## src/hdl/aleo_pkg.sv

```systemverilog
// package: opcodes, flag positions, reset values and sequencing for the accumulator execution unit
package aleo_pkg;
   // opcodes of the instructions handled by this unit
   localparam logic [7:0] OP_LOAD_PTR   = 8'hE0;
   localparam logic [6:0] OP_LOAD_IDX   = 7'h71;   // 1110001r
   localparam logic [7:0] OP_MUL        = 8'hA4;
   localparam logic [7:0] OP_NOP        = 8'h00;
   localparam logic [7:0] OP_OR_IMM     = 8'h44;
   // program status word field positions
   localparam int PSW_P_BIT         = 0;
   localparam int PSW_OVERFLOW_BIT  = 2;
   localparam int PSW_BANK_LOW_BIT  = 3;
   localparam int PSW_BANK_HIGH_BIT = 4;
   localparam int PSW_C_BIT         = 7;
   // reset values
   localparam logic [7:0]  ACC_RESET          = 8'h00;
   localparam logic [7:0]  B_RESET            = 8'h00;
   localparam logic [7:0]  PSW_RESET          = 8'h00;
   localparam logic [15:0] DATA_POINTER_RESET = 16'h0000;
   // cycle counts of the external load (request phase + data phase)
   localparam logic [1:0] XLOAD_CYCLES = 2'h2;
   typedef enum logic [2:0] {ALEO_FETCH, ALEO_OPERAND, ALEO_XREQ, ALEO_XWAIT,
                             ALEO_MULW} aleo_state_t;
endpackage

```

## src/hdl/aleo_exec.sv

```systemverilog
// execution unit: external loads, multiply, no-operation and immediate or
// --------------------------------------------------------------------------
// Summary of operation
// (RULE1) pointer load: read memory at data_pointer
// (RULE2) index load: address from index register r
// (RULE3) index load updates parity flag only
// (RULE4) multiply acc by b, overflow on product
// (RULE5) no_operation changes nothing
// (RULE6) or immediate second byte into accumulator
// (RULE7) or result to acc, parity only
// (RULE8) or immediate: two bytes, one cycle; here it takes two cycles, one per byte
// (RULE9) index register from selected bank
// --------------------------------------------------------------------------
`timescale 1ns/100ps
`default_nettype none
module aleo_exec
   import aleo_pkg::*;
(
   input  wire logic        mclk,
   input  wire logic        arst_n,
   // instruction byte stream
   input  wire logic [7:0]  code_byte,
   input  wire logic        code_valid,
   output logic             code_ready,
   // index registers r0/r1 of all four banks, bank*2+r
   input  wire logic [63:0] bank_regs,
   input  wire logic [7:0]  b_load,
   input  wire logic        b_load_en,
   input  wire logic [15:0] data_pointer_load,
   input  wire logic        data_pointer_load_en,
   input  wire logic [7:0]  psw_load,
   input  wire logic        psw_load_en,
   // external data memory read
   output logic             xmem_rd,
   output logic      [15:0] xmem_addr,
   input  wire logic [7:0]  xmem_data,
   // architectural state
   output logic      [7:0]  acc_out,
   output logic      [7:0]  b_out,
   output logic      [7:0]  psw_out,
   output logic      [15:0] data_pointer_out,
   output logic             instr_done
);
   aleo_state_t state_reg;
   logic [7:0]  acc_reg, b_reg, psw_reg, opcode_reg;
   logic [15:0] data_pointer_reg, xaddr_reg;
   logic        xrd_reg, done_reg, idx_load_reg;
   logic [7:0]  or_result, mul_low, mul_high;
   logic        mul_ovf;

   // --------------------------------------------------------------------
   // helpers
   // --------------------------------------------------------------------
   function automatic logic parity_of(input logic [7:0] v);
      parity_of = ^v;
   endfunction

   function automatic logic [7:0] idx_reg(input logic [63:0] regs,
                                          input logic [7:0] program_status_word, input logic r);
      logic [2:0] sel;
      sel = {program_status_word[PSW_BANK_HIGH_BIT], program_status_word[PSW_BANK_LOW_BIT], r};   // RULE9
      idx_reg = regs[8*sel +: 8];
   endfunction

   // --------------------------------------------------------------------
   // datapath
   // --------------------------------------------------------------------
   // the alu is purely combinational, so the or result is ready in the
   // cycle the operand byte arrives; that is what keeps the or to two cycles, one per byte
   aleo_alu u_alu (
      .acc       (acc_reg),
      .b_val     (b_reg),
      .imm       (code_byte),
      .or_result (or_result),
      .mul_low   (mul_low),
      .mul_high  (mul_high),
      .mul_ovf   (mul_ovf)
   );

   // --------------------------------------------------------------------
   // byte stream handshake
   // --------------------------------------------------------------------
   // code bytes are only consumed while fetching an opcode or waiting for an operand
   assign code_ready = (state_reg == ALEO_FETCH) || (state_reg == ALEO_OPERAND);

   // --------------------------------------------------------------------
   // sequencer
   // --------------------------------------------------------------------
   always_ff @(posedge mclk or negedge arst_n) begin
      if (!arst_n) begin
         state_reg  <= ALEO_FETCH;
         opcode_reg <= 8'h00;
      end else begin
         case (state_reg)
            ALEO_FETCH: begin
               if (code_valid) begin
                  opcode_reg <= code_byte;
                  if (code_byte == OP_OR_IMM) begin
                     state_reg <= ALEO_OPERAND;                      // RULE8
                  end else if (code_byte == OP_LOAD_PTR ||
                               code_byte[7:1] == OP_LOAD_IDX) begin
                     state_reg <= ALEO_XREQ;
                  end else if (code_byte == OP_MUL) begin
                     state_reg <= ALEO_MULW;
                  end
               end
            end
            ALEO_OPERAND: begin
               if (code_valid) begin
                  state_reg <= ALEO_FETCH;                           // RULE8
               end
            end
            ALEO_XREQ: state_reg <= ALEO_XWAIT;
            ALEO_XWAIT: state_reg <= ALEO_FETCH;
            ALEO_MULW: state_reg <= ALEO_FETCH;
            default: state_reg <= ALEO_FETCH;
         endcase
      end
   end

   // --------------------------------------------------------------------
   // external read request
   // --------------------------------------------------------------------
   always_ff @(posedge mclk or negedge arst_n) begin
      if (!arst_n) begin
         xrd_reg      <= 1'b0;
         xaddr_reg    <= 16'h0000;
         idx_load_reg <= 1'b0;
      end else if (state_reg == ALEO_XREQ) begin
         xrd_reg <= 1'b1;
         if (opcode_reg == OP_LOAD_PTR) begin
            xaddr_reg    <= data_pointer_reg;                        // RULE1
            idx_load_reg <= 1'b0;
         end else begin
            xaddr_reg    <= {8'h00, idx_reg(bank_regs, psw_reg, opcode_reg[0])}; // RULE2
            idx_load_reg <= 1'b1;
         end
      end else begin
         xrd_reg <= 1'b0;
      end
   end

   // --------------------------------------------------------------------
   // accumulator
   // --------------------------------------------------------------------
   always_ff @(posedge mclk or negedge arst_n) begin
      if (!arst_n) begin
         acc_reg <= ACC_RESET;
      end else if (state_reg == ALEO_XWAIT) begin
         acc_reg <= xmem_data;                                       // RULE1 RULE2
      end else if (state_reg == ALEO_OPERAND && code_valid) begin
         acc_reg <= or_result;                                       // RULE7
      end else if (state_reg == ALEO_MULW) begin
         acc_reg <= mul_low;                                         // RULE4
      end
      // no_operation falls through every branch and leaves state alone  RULE5
   end

   // --------------------------------------------------------------------
   // b register
   // --------------------------------------------------------------------
   always_ff @(posedge mclk or negedge arst_n) begin
      if (!arst_n) begin
         b_reg <= B_RESET;
      end else if (state_reg == ALEO_MULW) begin
         b_reg <= mul_high;                                          // RULE4
      end else if (b_load_en) begin
         b_reg <= b_load;
      end
   end

   // --------------------------------------------------------------------
   // data pointer
   // --------------------------------------------------------------------
   always_ff @(posedge mclk or negedge arst_n) begin
      if (!arst_n) begin
         data_pointer_reg <= DATA_POINTER_RESET;
      end else if (data_pointer_load_en) begin
         data_pointer_reg <= data_pointer_load;
      end
   end

   // --------------------------------------------------------------------
   // program status word: only parity, overflow and carry move here, besides a whole-word psw_load
   // --------------------------------------------------------------------
   always_ff @(posedge mclk or negedge arst_n) begin
      if (!arst_n) begin
         psw_reg <= PSW_RESET;
      end else if (state_reg == ALEO_XWAIT) begin
         // pointer loads keep the flag in step too, since parity tracks acc
         psw_reg[PSW_P_BIT] <= parity_of(xmem_data);                 // RULE3
      end else if (state_reg == ALEO_OPERAND && code_valid) begin
         psw_reg[PSW_P_BIT] <= parity_of(or_result);                 // RULE7
      end else if (state_reg == ALEO_MULW) begin
         psw_reg[PSW_OVERFLOW_BIT] <= mul_ovf;                       // RULE4
         psw_reg[PSW_C_BIT]  <= 1'b0;
         psw_reg[PSW_P_BIT]  <= parity_of(mul_low);
      end else if (psw_load_en) begin
         psw_reg <= psw_load;
      end
   end

   // --------------------------------------------------------------------
   // completion pulse
   // --------------------------------------------------------------------
   always_ff @(posedge mclk or negedge arst_n) begin
      if (!arst_n) begin
         done_reg <= 1'b0;
      end else begin
         done_reg <= (state_reg == ALEO_XWAIT) || (state_reg == ALEO_MULW) ||
                     (state_reg == ALEO_OPERAND && code_valid) ||
                     (state_reg == ALEO_FETCH && code_valid &&
                      code_byte != OP_OR_IMM && code_byte != OP_LOAD_PTR &&
                      code_byte[7:1] != OP_LOAD_IDX && code_byte != OP_MUL);  // RULE5
      end
   end

   assign xmem_rd    = xrd_reg;
   assign xmem_addr  = xaddr_reg;
   assign acc_out    = acc_reg;
   assign b_out      = b_reg;
   assign psw_out    = psw_reg;
   assign data_pointer_out = data_pointer_reg;
   assign instr_done = done_reg;
endmodule
`default_nettype wire

```

## src/hdl/aleo_alu.sv

```systemverilog
// combinational arithmetic/logic datapath for the execution unit
`timescale 1ns/100ps
`default_nettype none
module aleo_alu
   import aleo_pkg::*;
(
   input  wire logic [7:0]  acc,
   input  wire logic [7:0]  b_val,
   input  wire logic [7:0]  imm,
   output logic      [7:0]  or_result,
   output logic      [7:0]  mul_low,
   output logic      [7:0]  mul_high,
   output logic             mul_ovf
);
   logic [15:0] product;

   always_comb begin
      or_result = acc | imm;                          // RULE6
      product   = 16'(acc) * 16'(b_val);              // RULE4
      mul_low   = product[7:0];
      mul_high  = product[15:8];
      mul_ovf   = (product[15:8] != 8'h00);           // RULE4
   end
endmodule
`default_nettype wire

```

## config.mk

```make
export PLATFORM = sky130hd
export DESIGN_NAME = aleo_exec
export DESIGN_NICKNAME = d
export VERILOG_FILES = /design/src/hdl/aleo_pkg.sv /design/src/hdl/aleo_exec.sv /design/src/hdl/aleo_alu.sv
export SDC_FILE = /design/constraint.sdc
export NUM_CORES = 1
export LEC_CHECK = 0
export ABC_AREA = 0
export BUFFER_PORTS_ARGS = -buffer_cell sky130_fd_sc_hd__clkbuf_2
export CORE_MARGIN = 1
export CORE_UTILIZATION = 57
export CTS_CLUSTER_SIZE = 30
export DETAILED_ROUTE_END_ITERATION = 10
export HOLD_SLACK_MARGIN = 0.12
export PLACE_DENSITY = 0.87
export SYNTH_ARGS = -nofsm -noshare
export SYNTH_HDL_FRONTEND = slang
export SYNTH_SLANG_ARGS = --single-unit
```

## constraint.sdc

```tcl
create_clock -name mclk -period 13.4 [get_ports mclk]
set_clock_uncertainty 0.2 [all_clocks]
set_input_delay 2.68 -clock mclk [delete_from_list [all_inputs] [get_ports mclk]]
set_output_delay 2.68 -clock mclk [all_outputs]
set_load 0.005 [all_outputs]
```

### Yosys cells after proc, flatten, opt, wreduce, memory -nomap -nowiden

Cells that the tools add are included.

| storage, ports and cells | value |
|---|---|
| register bits | 69 |
| bits of input ports | 118 |
| output and inout bits | 59 |

| cells by class | value |
|---|---|
| multiply operators | 1 |
| eq/ne operators | 16 |
| shifts and indexed selects | 1 |
| muxes and demuxes | 19 |
| bitwise logic cells | 4 |
| reduce and logical (&&, ||, !) cells | 24 |

Operators by type and width:

| operator | count |
|---|---|
| $shiftx A64 B7 Y8 | 1 |
| $mux W8 | 6 |
| $eq A8 B8 Y1 const B | 3 |
| $reduce_xor A8 Y1 | 3 |
| $mul A8 B8 Y16 | 1 |
| $mux W16 | 1 |
| $ne A8 B8 Y1 const B | 2 |
| $mux W3 | 5 |
| $pmux W3 S3 | 1 |
| $eq A8 B7 Y1 const B | 1 |
| $ne A8 B7 Y1 const B | 1 |
| $or A8 B8 Y8 | 1 |
| $reduce_bool A8 Y1 | 1 |
| $eq A7 B7 Y1 const B | 1 |
| $ne A7 B7 Y1 const B | 1 |
| $eq A3 B2 Y1 const B | 2 |
| $logic_and A1 B1 Y1 | 6 |
| $mux W1 | 6 |
| $reduce_and A3 Y1 | 2 |
| $logic_or A1 B1 Y1 | 5 |
| $ne A2 B2 Y1 const B | 2 |
| $ne A4 B1 Y1 const B | 1 |
| $reduce_and A4 Y1 | 1 |
| $reduce_bool A2 Y1 | 2 |
| other kinds (7) | 9 |

### Longest topological paths before layout

Gate-level depths: netlist (run 1).

| logic depth | value |
|---|---|
| word-level depth | 7 |
| depth in mapped cells | 17 |
| mapped depth without buffers | 16 |

### Hierarchy

A second synthesis (run 1) with hierarchy kept.

| unflattened totals | value |
|---|---|
| cell total of the unflattened synthesis | 608 |
| area total of the unflattened synthesis | 6,204.7 sq um |

By module, submodules not included:

| module | instances | cells each | area an instance (sq um) | sequential area each (sq um) |
|---|---|---|---|---|
| aleo_exec | 1 | 325 | 3,833.7 | 1,726.7 |
| aleo_alu | 1 | 283 | 2,371.0 | 0.0 |

### Worst setup path before layout (run 1)

OpenSTA, ideal clock, no wires.

| timing path | value |
|---|---|
| kind | register to register |
| start | register acc_reg[6] (netlist: acc_out[6]) |
| end | register psw_reg[2] (netlist: psw_out[2]) |
| arrival time | 4.316 ns |
| data required time | 13.069 ns |
| path slack | 8.753 ns |
| stages on the path, launching flop included | 16 |
| buffers on the path | 1 |
| clock period less this slack | 4.647 ns |
| cell sequence | dfrtp_1 clkbuf_1 and2_1 fa_1 fa_1 fa_1 inv_1 fa_1 inv_1 ha_1 o21ai_0 a21boi_2 a311oi_1 xnor2_1 nor4_2 a31oi_1 |

| on the way | value |
|---|---|
| longest elaborated chain between the ends | 3 |

RTL lines:

| element | RTL line | source |
|---|---|---|
| from (decl) | aleo_exec.sv:45 | `logic [7:0] acc_reg, b_reg, psw_reg, opcode_reg;` |
| from (signal assigned) | aleo_exec.sv:150 | `acc_reg <= xmem_data;` |
| from (signal assigned) | aleo_exec.sv:152 | `acc_reg <= or_result;` |
| from (signal assigned) | aleo_exec.sv:154 | `acc_reg <= mul_low;` |
| $mul A8 B8 Y16 | aleo_alu.sv:19 | `product = 16'(acc) * 16'(b_val);` |
| $reduce_bool A8 Y1 | aleo_alu.sv:22 | `mul_ovf = (product[15:8] != 8'h00);` |
| $mux W1 | aleo_exec.sv:194 | `end else if (state_reg == ALEO_MULW) begin` |
| to (signal, indexed assignment) | aleo_exec.sv:193 | `psw_reg[PSW_P_BIT] <= parity_of(or_result);` |
| to (signal, indexed assignment) | aleo_exec.sv:195 | `psw_reg[PSW_OVERFLOW_BIT] <= mul_ovf;` |
| to (signal, indexed assignment) | aleo_exec.sv:197 | `psw_reg[PSW_P_BIT] <= parity_of(mul_low);` |
| to (decl) | aleo_exec.sv:45 |  |

Every way passes these cells.
A chain may end at the register's enable or synchronous reset.

### Worst setup path in the final report (run 1)

| timing path | value |
|---|---|
| start | register acc_reg[2] (netlist: acc_out[2]) |
| end | register psw_reg[2] (netlist: psw_out[2]) |

The elaborated chain is that of the path after synthesis.

==> results.py, run 1 <==
metrics = {
    "global_route": {
        "overflow": 0,
        "grt_max_degree": 70,
        "grt_antenna_before_repair": 0,
        "grt_pass1_wl_mm": 25.85,
        "grt.total_usage_pct": 30.77,
        "grt_pass1_vias": 5190,
    },
    "synthesis": {
        "syn_inst": 604,
        "yosys.area.top_type": "dfrtp_1",
        "yosys_warnings": 0,
        "ys_ff_latch": 69,
        "synth_top_area_share_pct": 28.99,
        "ys_types": 63,
        "ys.flop_type": "dfrtp_1",
        "synthArstFlopShare_pct": 100.0,
        "yosysSeqAreaShare_pct": 28.99,
        "synth_area_leaders": "dfrtp_1 (29%), fa_1 (12%), ha_1 (7.6%)",
        "synth-edff-count": 0,
        "synthesis.area_mm2": 0.005957,
        "syn_nets": 794,
        "syn_avg_cell_area_um2": 9.863,
    },
    "die": {
        "chipHeight_um": 104.2,
        "coreArea_mm2": 0.009955,
        "rows": 36,
        "dieArea_mm2": 0.01086,
        "io_pins": 177,
        "start_util_pct": 59.84,
        "die_w_um": 104.2,
    },
    "setup_path": {
        "arrival_ps": 4940,
        "cpMaxStageDelayCell": "dfrtp_1",
        "endpoint_kind": "flop",
        "critPathLaunchType": "flop",
        "cpPeakStageDelay_ps": 570,
        "worstSetupPathType": "reg2reg",
        "cp_common_cell": "fa_1",
        "path_cells": "nand2_1 -> fa_1 -> fa_1 -> inv_1 -> fa_1 -> inv_1 -> fa_1 -> inv_1 -> ha_1 -> nor3_1 -> o221ai_1 -> a311oi_1 -> xnor2_1 -> nor4_2 -> a31oi_1",
        "crit_required_ps": 13450,
        "crit_path_max_fanout": 11,
        "r2r_slack_ps": 8510,
    },
    "cts": {
        "clk_pin_slew_ps": 80,
        "post_cts_buffers": 0,
        "clock_sinks": 69,
        "cts_buffers": 9,
        "cts_root_buffer": "clkbuf_8",
        "cts_tree": "built",
        "cts_resized": 0,
        "clockBufferDepth": 2,
        "clkLatencyLatePin_ps": 370,
        "htree_levels": 3,
        "hold_buffers": 0,
    },
    "timing": {
        "rsz0062_at_grt": "false",
        "min_period_ps": 4889,
        "worst_slew_pin_slew_ps": 995.4,
        "setup_viol": 0,
        "fin_setup_tns_ps": 0,
        "drv_slew": 0,
        "period_share_pct": 36.49,
        "fmax_mhz": 204.5,
        "hold_violations": 0,
        "slew_headroom_pct": 33.64,
    },
    "route": {
        "drtIter0Drc": 498,
        "post_drt_via_cell_ratio": 5.816,
        "drcViolationCount": 0,
        "drt_pass1_iterations": 5,
        "route.vias.total": 5223,
        "ant_nets": 0,
        "routed_wire_length_per_instance_um": 17.88,
        "totalWireLength_mm": 16.06,
    },
    "place": {
        "dp_hpwl_mm": 12.76,
        "place.gp.congestion": 0.9295,
        "port_buffers": 176,
    },
    "cells_and_area": {
        "fin_nets": 951,
        "nFillCells": 708,
        "area_growth_pct": 19.37,
        "drive_gt1_share_pct": 32.55,
        "n_antenna_cell": 0,
        "layout_commonest_cell": "clkbuf_2",
        "final_cell_mix": "clkbuf_2 (175), dfrtp_1 (69), nand2_1 (65)",
    },
    "min_path": {
        "min_path_type": "reg2reg",
    },
    "job": {
        "drv_cap": 0,
    },
    "outcome": {
        "status": "finished clean",
    },
}
Yosys cell counts, drive strengths merged, types with 3 or more instances:
cell,instances
dfrtp,69
nand2,65
inv,56
and2,50
fa,36
ha,36
o21ai,35
nor2,32
a21oi,30
mux2,29
xnor2,23
clkbuf,18
mux4,16
buf,13
mux2i,13
a211oi,11
and3,5
nor2b,5
nor3,5
xor2,5
nand3,4
or2,4
a21o,3
a221oi,3
a31oi,3
nor4,3
o211ai,3
o221ai,3
layer usage:
| metal | routed length [um] | up-vias | global-route usage [%] | part of all wire, % |
|---|---|---|---|---|
| li1 | - | 2372 | - | - |
| met1 | 6023 | 2555 | 37.43 | 38 |
| met2 | 8379 | 252 | 53.24 | 52 |
| met3 | 1130 | 44 | 6.767 | 7.0 |
| met4 | 522 | 0 | 12.04 | 3.3 |
| met5 | 0 | - | 0 | 0 |
kinds of logic after synthesis:
group / after synthesis / share of synthesized area (%)
and+or+nand+nor: 183 / 16.07
DFF: 69 / 28.99
buffers and inverters: 88 / 5.881
muxes: 58 / 13.72
xor gates and xnor gates: 29 / 4.495
adders and majority gates: 72 / 19.66
AOI/OAI and AO/OA: 105 / 11.20
final timing paths:
| check | to | from | cells past startpoint |
|---|---|---|---|
| min reg2reg | xmem_addr[2] | xmem_addr[2] | 2 |
| max | psw_out[2] | acc_out[2] | 15 |
| max reg2reg | psw_out[2] | acc_out[2] | 15 |
| max in group asynchronous | b_out[5] | arst_n | 2 |
| min in group asynchronous | acc_out[1] | arst_n | 2 |
| min | xmem_addr[2] | xmem_addr[2] | 2 |
worst max-delay path: cells and delay by family, from the launching register on:
family | cells | cell delay (ps)
AO/OA/AOI/OAI | 3 | 710
flip-flops | 1 | 570
adder cells (fa/ha/maj) | 5 | 2350
buffers and inverters | 3 | 140
XOR/XNOR | 1 | 150
AND/OR/NAND/NOR | 3 | 650
final cells by class:
| cell class | count | area [um2] | share of cell area (%) |
|---|---|---|---|
| Clock buffer | 9 | 123.9 | 1.742 |
| Sequential cell | 69 | 1727 | 24.28 |
| Timing Repair Buffer | 177 | 888.4 | 12.49 |
| Clock inverter | 6 | 111.4 | 1.566 |
| Multi-Input combinational cell | 447 | 3880 | 54.57 |
| Inverter | 57 | 214.0 | 3.009 |
| Tap cell | 133 | 166.4 | 2.340 |
through the flow:
stage          hold slack (ps)  instance area [um2]  utilization [%]  std cells  setup WS [ps]
3_3_place_gp             266.2                 6875            69.07        883           8602
5_1_grt                  319.7                 7111            71.43        898           8217
2_1_floorplan            271.5                 5957                -        604           8753
3_5_place_dp             274.4                 6875            69.07        883           8507
6_report                 290.4                 7111            71.43        898           8511
4_1_cts                  292.3                 7111            71.43        898           8487
Power of run 1 is left out: the tool's default activity adds up to more than one toggle a clock period on the data nets, which glitch-free logic cannot reach.
==> run 2: changes to the inputs <==
--- a/config.mk
+++ b/config.mk
@@ -8,11 +8,11 @@
 export ABC_AREA = 0
 export BUFFER_PORTS_ARGS = -buffer_cell sky130_fd_sc_hd__clkbuf_2
 export CORE_MARGIN = 1
-export CORE_UTILIZATION = 57
+export CORE_UTILIZATION = 48
 export CTS_CLUSTER_SIZE = 30
 export DETAILED_ROUTE_END_ITERATION = 10
 export HOLD_SLACK_MARGIN = 0.12
-export PLACE_DENSITY = 0.87
+export PLACE_DENSITY = 0.78
 export SYNTH_ARGS = -nofsm -noshare
 export SYNTH_HDL_FRONTEND = slang
 export SYNTH_SLANG_ARGS = --single-unit
==> constraint.sdc (replaced) <==
create_clock -name mclk -period 4.49 [get_ports mclk]
set_clock_uncertainty 0.2 [all_clocks]
set_input_delay 0.898 -clock mclk [delete_from_list [all_inputs] [get_ports mclk]]
set_output_delay 0.898 -clock mclk [all_outputs]
set_load 0.005 [all_outputs]
==> run 2 against run 1 <==
Net effect:
- count of clock-buffer cells in the layout unchanged
- critical path depth shrank 1
- setup slack got worse by 8600 ps
- cell count grew 8.6%
- the flow now finishes with violations (negative setup slack)
- sequential share of layout area shrank 2.0 points
- first-iteration DRC count is 33% lower
- non-clock buffer count is 42 higher
- fmax is 7.1% higher
==> results.py, run 2 (synthesis results as in run 1) <==
metrics = {
    "outcome": {
        "status": "finished with violations",
        "violations": "negative setup slack",
    },
    "cts": {
        "htree_levels": 3,
        "cts_root_buffer": "clkbuf_16",
        "clk_pin_slew_ps": 60,
        "cts_buffers": 9,
        "clockBufferDepth": 2,
        "clock_sinks": 69,
        "clkLatencyLatePin_ps": 340,
        "cts_tree": "built",
    },
    "route": {
        "route.vias.total": 5346,
        "drt_pass1_iterations": 5,
        "post_drt_via_cell_ratio": 5.483,
        "totalWireLength_mm": 17.66,
        "routed_wire_length_per_instance_um": 18.11,
        "drtIter0Drc": 332,
        "ant_nets": 0,
        "drcViolationCount": 0,
    },
    "die": {
        "die_w_um": 113.4,
        "dieArea_mm2": 0.01286,
        "io_pins": 177,
        "rows": 40,
        "chipHeight_um": 113.4,
        "coreArea_mm2": 0.01206,
        "start_util_pct": 49.39,
    },
    "global_route": {
        "grt_pass1_vias": 5631,
        "grt_max_degree": 36,
        "grt_pass1_wl_mm": 27.74,
        "overflow": 0,
        "grt.total_usage_pct": 28.25,
        "grt_antenna_before_repair": 0,
    },
    "cells_and_area": {
        "drive_gt1_share_pct": 41.76,
        "final_area_mm2": 0.007807,
        "area_growth_pct": 31.06,
        "fin_util_pct": 64.73,
        "layout_commonest_cell": "clkbuf_2",
        "final_cells": 975,
        "n_antenna_cell": 0,
        "fin_nets": 993,
        "final_cell_mix": "clkbuf_2 (175), nand2_1 (64), dfrtp_1 (61)",
    },
    "min_path": {
        "worstHoldEndpoint": "xmem_addr[2]",
        "hold_start": "xmem_addr[2]",
        "min_path_type": "reg2reg",
        "holdPathStages": 2,
    },
    "job": {
        "drv_cap": 0,
    },
    "place": {
        "dp_hpwl_mm": 13.69,
        "port_buffers": 176,
        "postPlaceCellArea_mm2": 0.007198,
        "dp_cells": 954,
        "place.gp.congestion": 0.9111,
    },
    "setup_path": {
        "critPathLaunchType": "flop",
        "cpMaxStageDelayCell": "fa_1",
        "reg2reg_to": "psw_out[2]",
        "timing.rr.start": "b_out[4]",
        "cpPeakStageDelay_ps": 560,
        "worstSetupPathType": "reg2reg",
        "cp_common_cell": "fa_1",
        "crit_path_max_fanout": 6,
        "r2r_slack_ps": -80,
        "crit_required_ps": 4500,
        "path_cells": "and2_4 -> fa_1 -> fa_1 -> fa_1 -> inv_2 -> fa_1 -> inv_2 -> ha_4 -> nor3_4 -> o221ai_4 -> a311oi_2 -> xnor2_1 -> nor4_2 -> a31oi_1",
        "endpoint_kind": "flop",
        "reg2regPathDepth": 14,
        "arrival_ps": 4580,
    },
    "timing": {
        "setup_viol": 2,
        "timing.final.ws_setup_ps": -76.31,
        "drv_slew": 0,
        "rsz0062_at_grt": "true",
        "worst_slew_pin_slew_ps": 1052,
        "slew_headroom_pct": 29.86,
        "hold_violations": 0,
        "min_period_ps": 4566,
        "period_share_pct": 101.7,
        "fmax_mhz": 219.0,
    },
}
[run 2: cell types whose count changed in the layout (fill, tap and decap cells not counted), moves of 4 or more]
cell / change
clkbuf_16: +9
buf_4: +40
a21oi_1: -4
clkbuf_8: -9
o21ai_0: -5
inv_2: +7
inv_1: -7
dfrtp_1: -8
and2_4: +4
ha_1: -5
and2_1: -4
dfrtp_2: +8
a21oi_2: +4
ha_4: +5
[run 2: worst max-delay path by stage]
stage	startpoint	slack (ps)	to	cells past startpoint
after floorplan	acc_out[4]	40	psw_out[2]	15
after detailed placement	acc_out[2]	-200	psw_out[2]	15
final	b_out[4]	-80	psw_out[2]	14
after global routing	b_out[5]	-210	psw_out[2]	15
after CTS	b_out[2]	-40	psw_out[2]	14
after global placement	acc_out[2]	-40	b_out[7]	16
[run 2: layout make-up]
class | instances | area (um2)
fill | 954 | 4254
multi-input combinational | 447 | 4099
sequential | 69 | 1737
clock buffer | 9 | 225.2
clock inverter | 6 | 111.4
inverter | 57 | 214.0
tap | 168 | 210.2
timing repair buffer | 219 | 1211
[run 2: stage by stage]
stage | setup TNS (ps) | worst slack (ps) | hold WS [ps]
2_1_floorplan | 0 | 42.89 | 271.5
3_3_place_gp | -61.74 | -35.47 | 266.6
3_5_place_dp | -461.2 | -195.0 | 277.9
4_1_cts | -86.22 | -42.35 | 289.6
5_1_grt | -537.3 | -206.1 | 323.1
6_report | -87.12 | -76.31 | 289.0
[run 2: worst max-delay path, delay by kind of cell, from the launching register on]
kind	cells	cell delay, ps
fa+ha+maj	5	2240
simple gates	3	750
compound gates	3	560
flops	1	450
buf+inv	2	90
xor+xnor	1	150
[run 2: timing repair]
action,4_1_cts,5_1_grt
hold endpoints to repair,0,0
pin swaps,5,15
endpoints found under the setup margin,7,10
setup buffers,2,4
gates resized for setup,18,42
hold buffers,0,0
[run 2: layer usage]
| layer | up-vias | share of wire (%) | global-route usage (%) | routed length [um] |
|---|---|---|---|---|
| met3 | 30 | 6.4 | 5.367 | 1139 |
| met5 | - | 0 | 0 | 0 |
| met2 | 255 | 52 | 50.02 | 9162 |
| met4 | 0 | 2.2 | 10.18 | 391 |
| met1 | 2605 | 39 | 34.43 | 6967 |
| li1 | 2456 | - | - | - |
Power of run 2 is left out for the same reason.
==> run 3: changes to the inputs <==
--- a/config.mk
+++ b/config.mk
@@ -12,7 +12,7 @@
 export CTS_CLUSTER_SIZE = 30
 export DETAILED_ROUTE_END_ITERATION = 10
 export HOLD_SLACK_MARGIN = 0.12
-export PLACE_DENSITY = 0.78
+export PLACE_DENSITY = 0.79
 export SYNTH_ARGS = -nofsm -noshare
 export SYNTH_HDL_FRONTEND = slang
 export SYNTH_SLANG_ARGS = --single-unit
==> constraint.sdc (replaced) <==
create_clock -name mclk -period 4.49 [get_ports mclk]
set_clock_uncertainty 0.2 [all_clocks]
set_input_delay 0.898 -clock mclk [delete_from_list [all_inputs] [get_ports mclk]]
set_output_delay 0.898 -clock mclk [all_outputs]
set_load 0.1 [all_outputs]
==> run 3 against run 2 <==
Net effect:
- the flow now finishes without violations
- non-clock buffer count shrank 23
- global-route usage down 1.3 points
- wire length decreased by 5.6%
- register-to-register slack improved by 110 ps
- flip-flop and latch count stayed put
- first-iteration DRC count shrank 23%
- cell count decreased by 2.1%
- design area is 2.8% lower
- worst hold slack got worse by 7.7 ps
- critical path type unchanged
==> results.py, run 3 (synthesis results as in run 1) <==
metrics = {
    "timing": {
        "min_period_ps": 4459,
        "drv_slew": 0,
        "setup_viol": 0,
        "hold_violations": 0,
        "rsz0062_at_grt": "true",
        "period_share_pct": 99.30,
        "slew_headroom_pct": 33.11,
        "fin_setup_tns_ps": 0,
        "worst_slew_pin_slew_ps": 1003,
        "fmax_mhz": 224.3,
    },
    "route": {
        "routed_wire_length_per_instance_um": 17.46,
        "ant_nets": 0,
        "drcViolationCount": 0,
        "drt_pass1_iterations": 4,
        "totalWireLength_mm": 16.67,
        "route.vias.total": 5161,
        "drtIter0Drc": 257,
        "post_drt_via_cell_ratio": 5.404,
    },
    "setup_path": {
        "crit_required_ps": 4500,
        "worstSetupPathType": "reg2reg",
        "endpoint_kind": "flop",
        "arrival_ps": 4470,
        "crit_path_max_fanout": 7,
        "critPathLaunchType": "flop",
    },
    "place": {
        "place.gp.congestion": 0.8766,
        "dp_hpwl_mm": 13.16,
        "port_buffers": 176,
        "dp_cells": 923,
        "postPlaceCellArea_mm2": 0.007081,
    },
    "cells_and_area": {
        "area_growth_pct": 27.35,
        "final_cells": 955,
        "nFillCells": 1003,
        "drive_gt1_share_pct": 39.36,
        "final_cell_mix": "clkbuf_2 (180), nand2_1 (63), dfrtp_1 (55)",
        "layout_commonest_cell": "clkbuf_2",
        "fin_nets": 970,
        "seq_area_mm2": 0.001764,
        "multiInputGateArea_mm2": 0.004051,
        "final_area_mm2": 0.007586,
    },
    "global_route": {
        "grt.total_usage_pct": 27.00,
        "grt_max_degree": 29,
        "grt_pass1_wl_mm": 26.48,
        "grt_pass1_vias": 5387,
        "overflow": 0,
        "grt_antenna_before_repair": 2,
    },
    "die": {
        "die_w_um": 113.4,
        "chipHeight_um": 113.4,
        "start_util_pct": 49.39,
        "rows": 40,
        "io_pins": 177,
        "dieArea_mm2": 0.01286,
        "coreArea_mm2": 0.01206,
    },
    "cts": {
        "htree_levels": 3,
        "cts_tree": "built",
        "cts_root_buffer": "clkbuf_16",
        "cts_buffers": 9,
        "clockBufferDepth": 2,
        "clk_pin_slew_ps": 70,
        "clock_sinks": 69,
        "clkLatencyLatePin_ps": 340,
    },
    "min_path": {
        "min_path_type": "reg2reg",
    },
    "job": {
        "drv_cap": 0,
    },
    "outcome": {
        "status": "finished clean",
    },
}
run 3: changes by cell type in the layout (fill, tap and decap cells not counted), moves of 3 or more:
| cell | before | now |
|---|---|---|
| a21oi_2 | 6 | 2 |
| clkbuf_2 | 175 | 180 |
| buf_4 | 41 | 14 |
| a21oi_1 | 24 | 27 |
| inv_1 | 49 | 53 |
| dfrtp_4 | 0 | 8 |
| dfrtp_1 | 61 | 55 |
| o21ai_0 | 29 | 32 |
| inv_2 | 7 | 3 |
run 3: metrics by stage:
stage | util (%) | hold WS (ps) | setup slack [ps]
finish | 62.89 | 281.3 | 31.45
floorplan | - | 271.5 | -28.51
global route | 62.89 | 322.8 | -133.7
detailed placement | 58.70 | 273.1 | -10.72
global placement | 58.70 | 265.3 | 74.30
CTS | 61.44 | 285.7 | 6.611
run 3: worst paths after layout:
check	start	end	slack [ps]	cells past startpoint
worst max-delay path	acc_out[4]	psw_out[2]	30	14
worst min-delay path	xmem_addr[2]	xmem_addr[2]	280	2
min in group asynchronous	arst_n	data_pointer_out[15]	360	1
worst min register to register	xmem_addr[2]	xmem_addr[2]	280	2
max in group asynchronous	arst_n	b_out[7]	2900	2
worst max register to register	acc_out[4]	psw_out[2]	30	14
run 3: critical path: stages, from the launching register on:
cell and delay, ps:
dfrtp_4 510, and2_1 200, fa_1 430, fa_1 470, fa_1 550, inv_1 50, fa_1 490, inv_2 50
ha_4 170, or3_1 390, or2_1 230, o221ai_2 180, xnor2_2 110, nor4_2 180, a31oi_1 120
run 3: per-layer routing:
layer  share of wire (%)  GRT usage, %  vias to the layer above
met5                   0             0                        -
met4                 4.7         15.09                        0
met3                 6.4         4.888                       43
met2                  53         48.92                      221
met1                  36         29.96                     2484
li1                    -             -                     2413
run 3: cell type report:
type,count,share of cell area (%)
antenna,2,0.06597
clock buffer,9,2.969
clock inverter,7,1.286
inverter,57,2.820
multi-input combinational,447,53.41
sequential,69,23.26
tap,168,2.771
timing repair buffer,196,13.43
run 3: repair_timing:
item | in CTS | in global routing
setup buffers | 0 | 14
hold buffers | 0 | 0
gates resized for setup | 1 | 15
setup endpoints to repair | 1 | 6
pin swaps | 0 | 4
Power of run 3 is left out for the same reason.
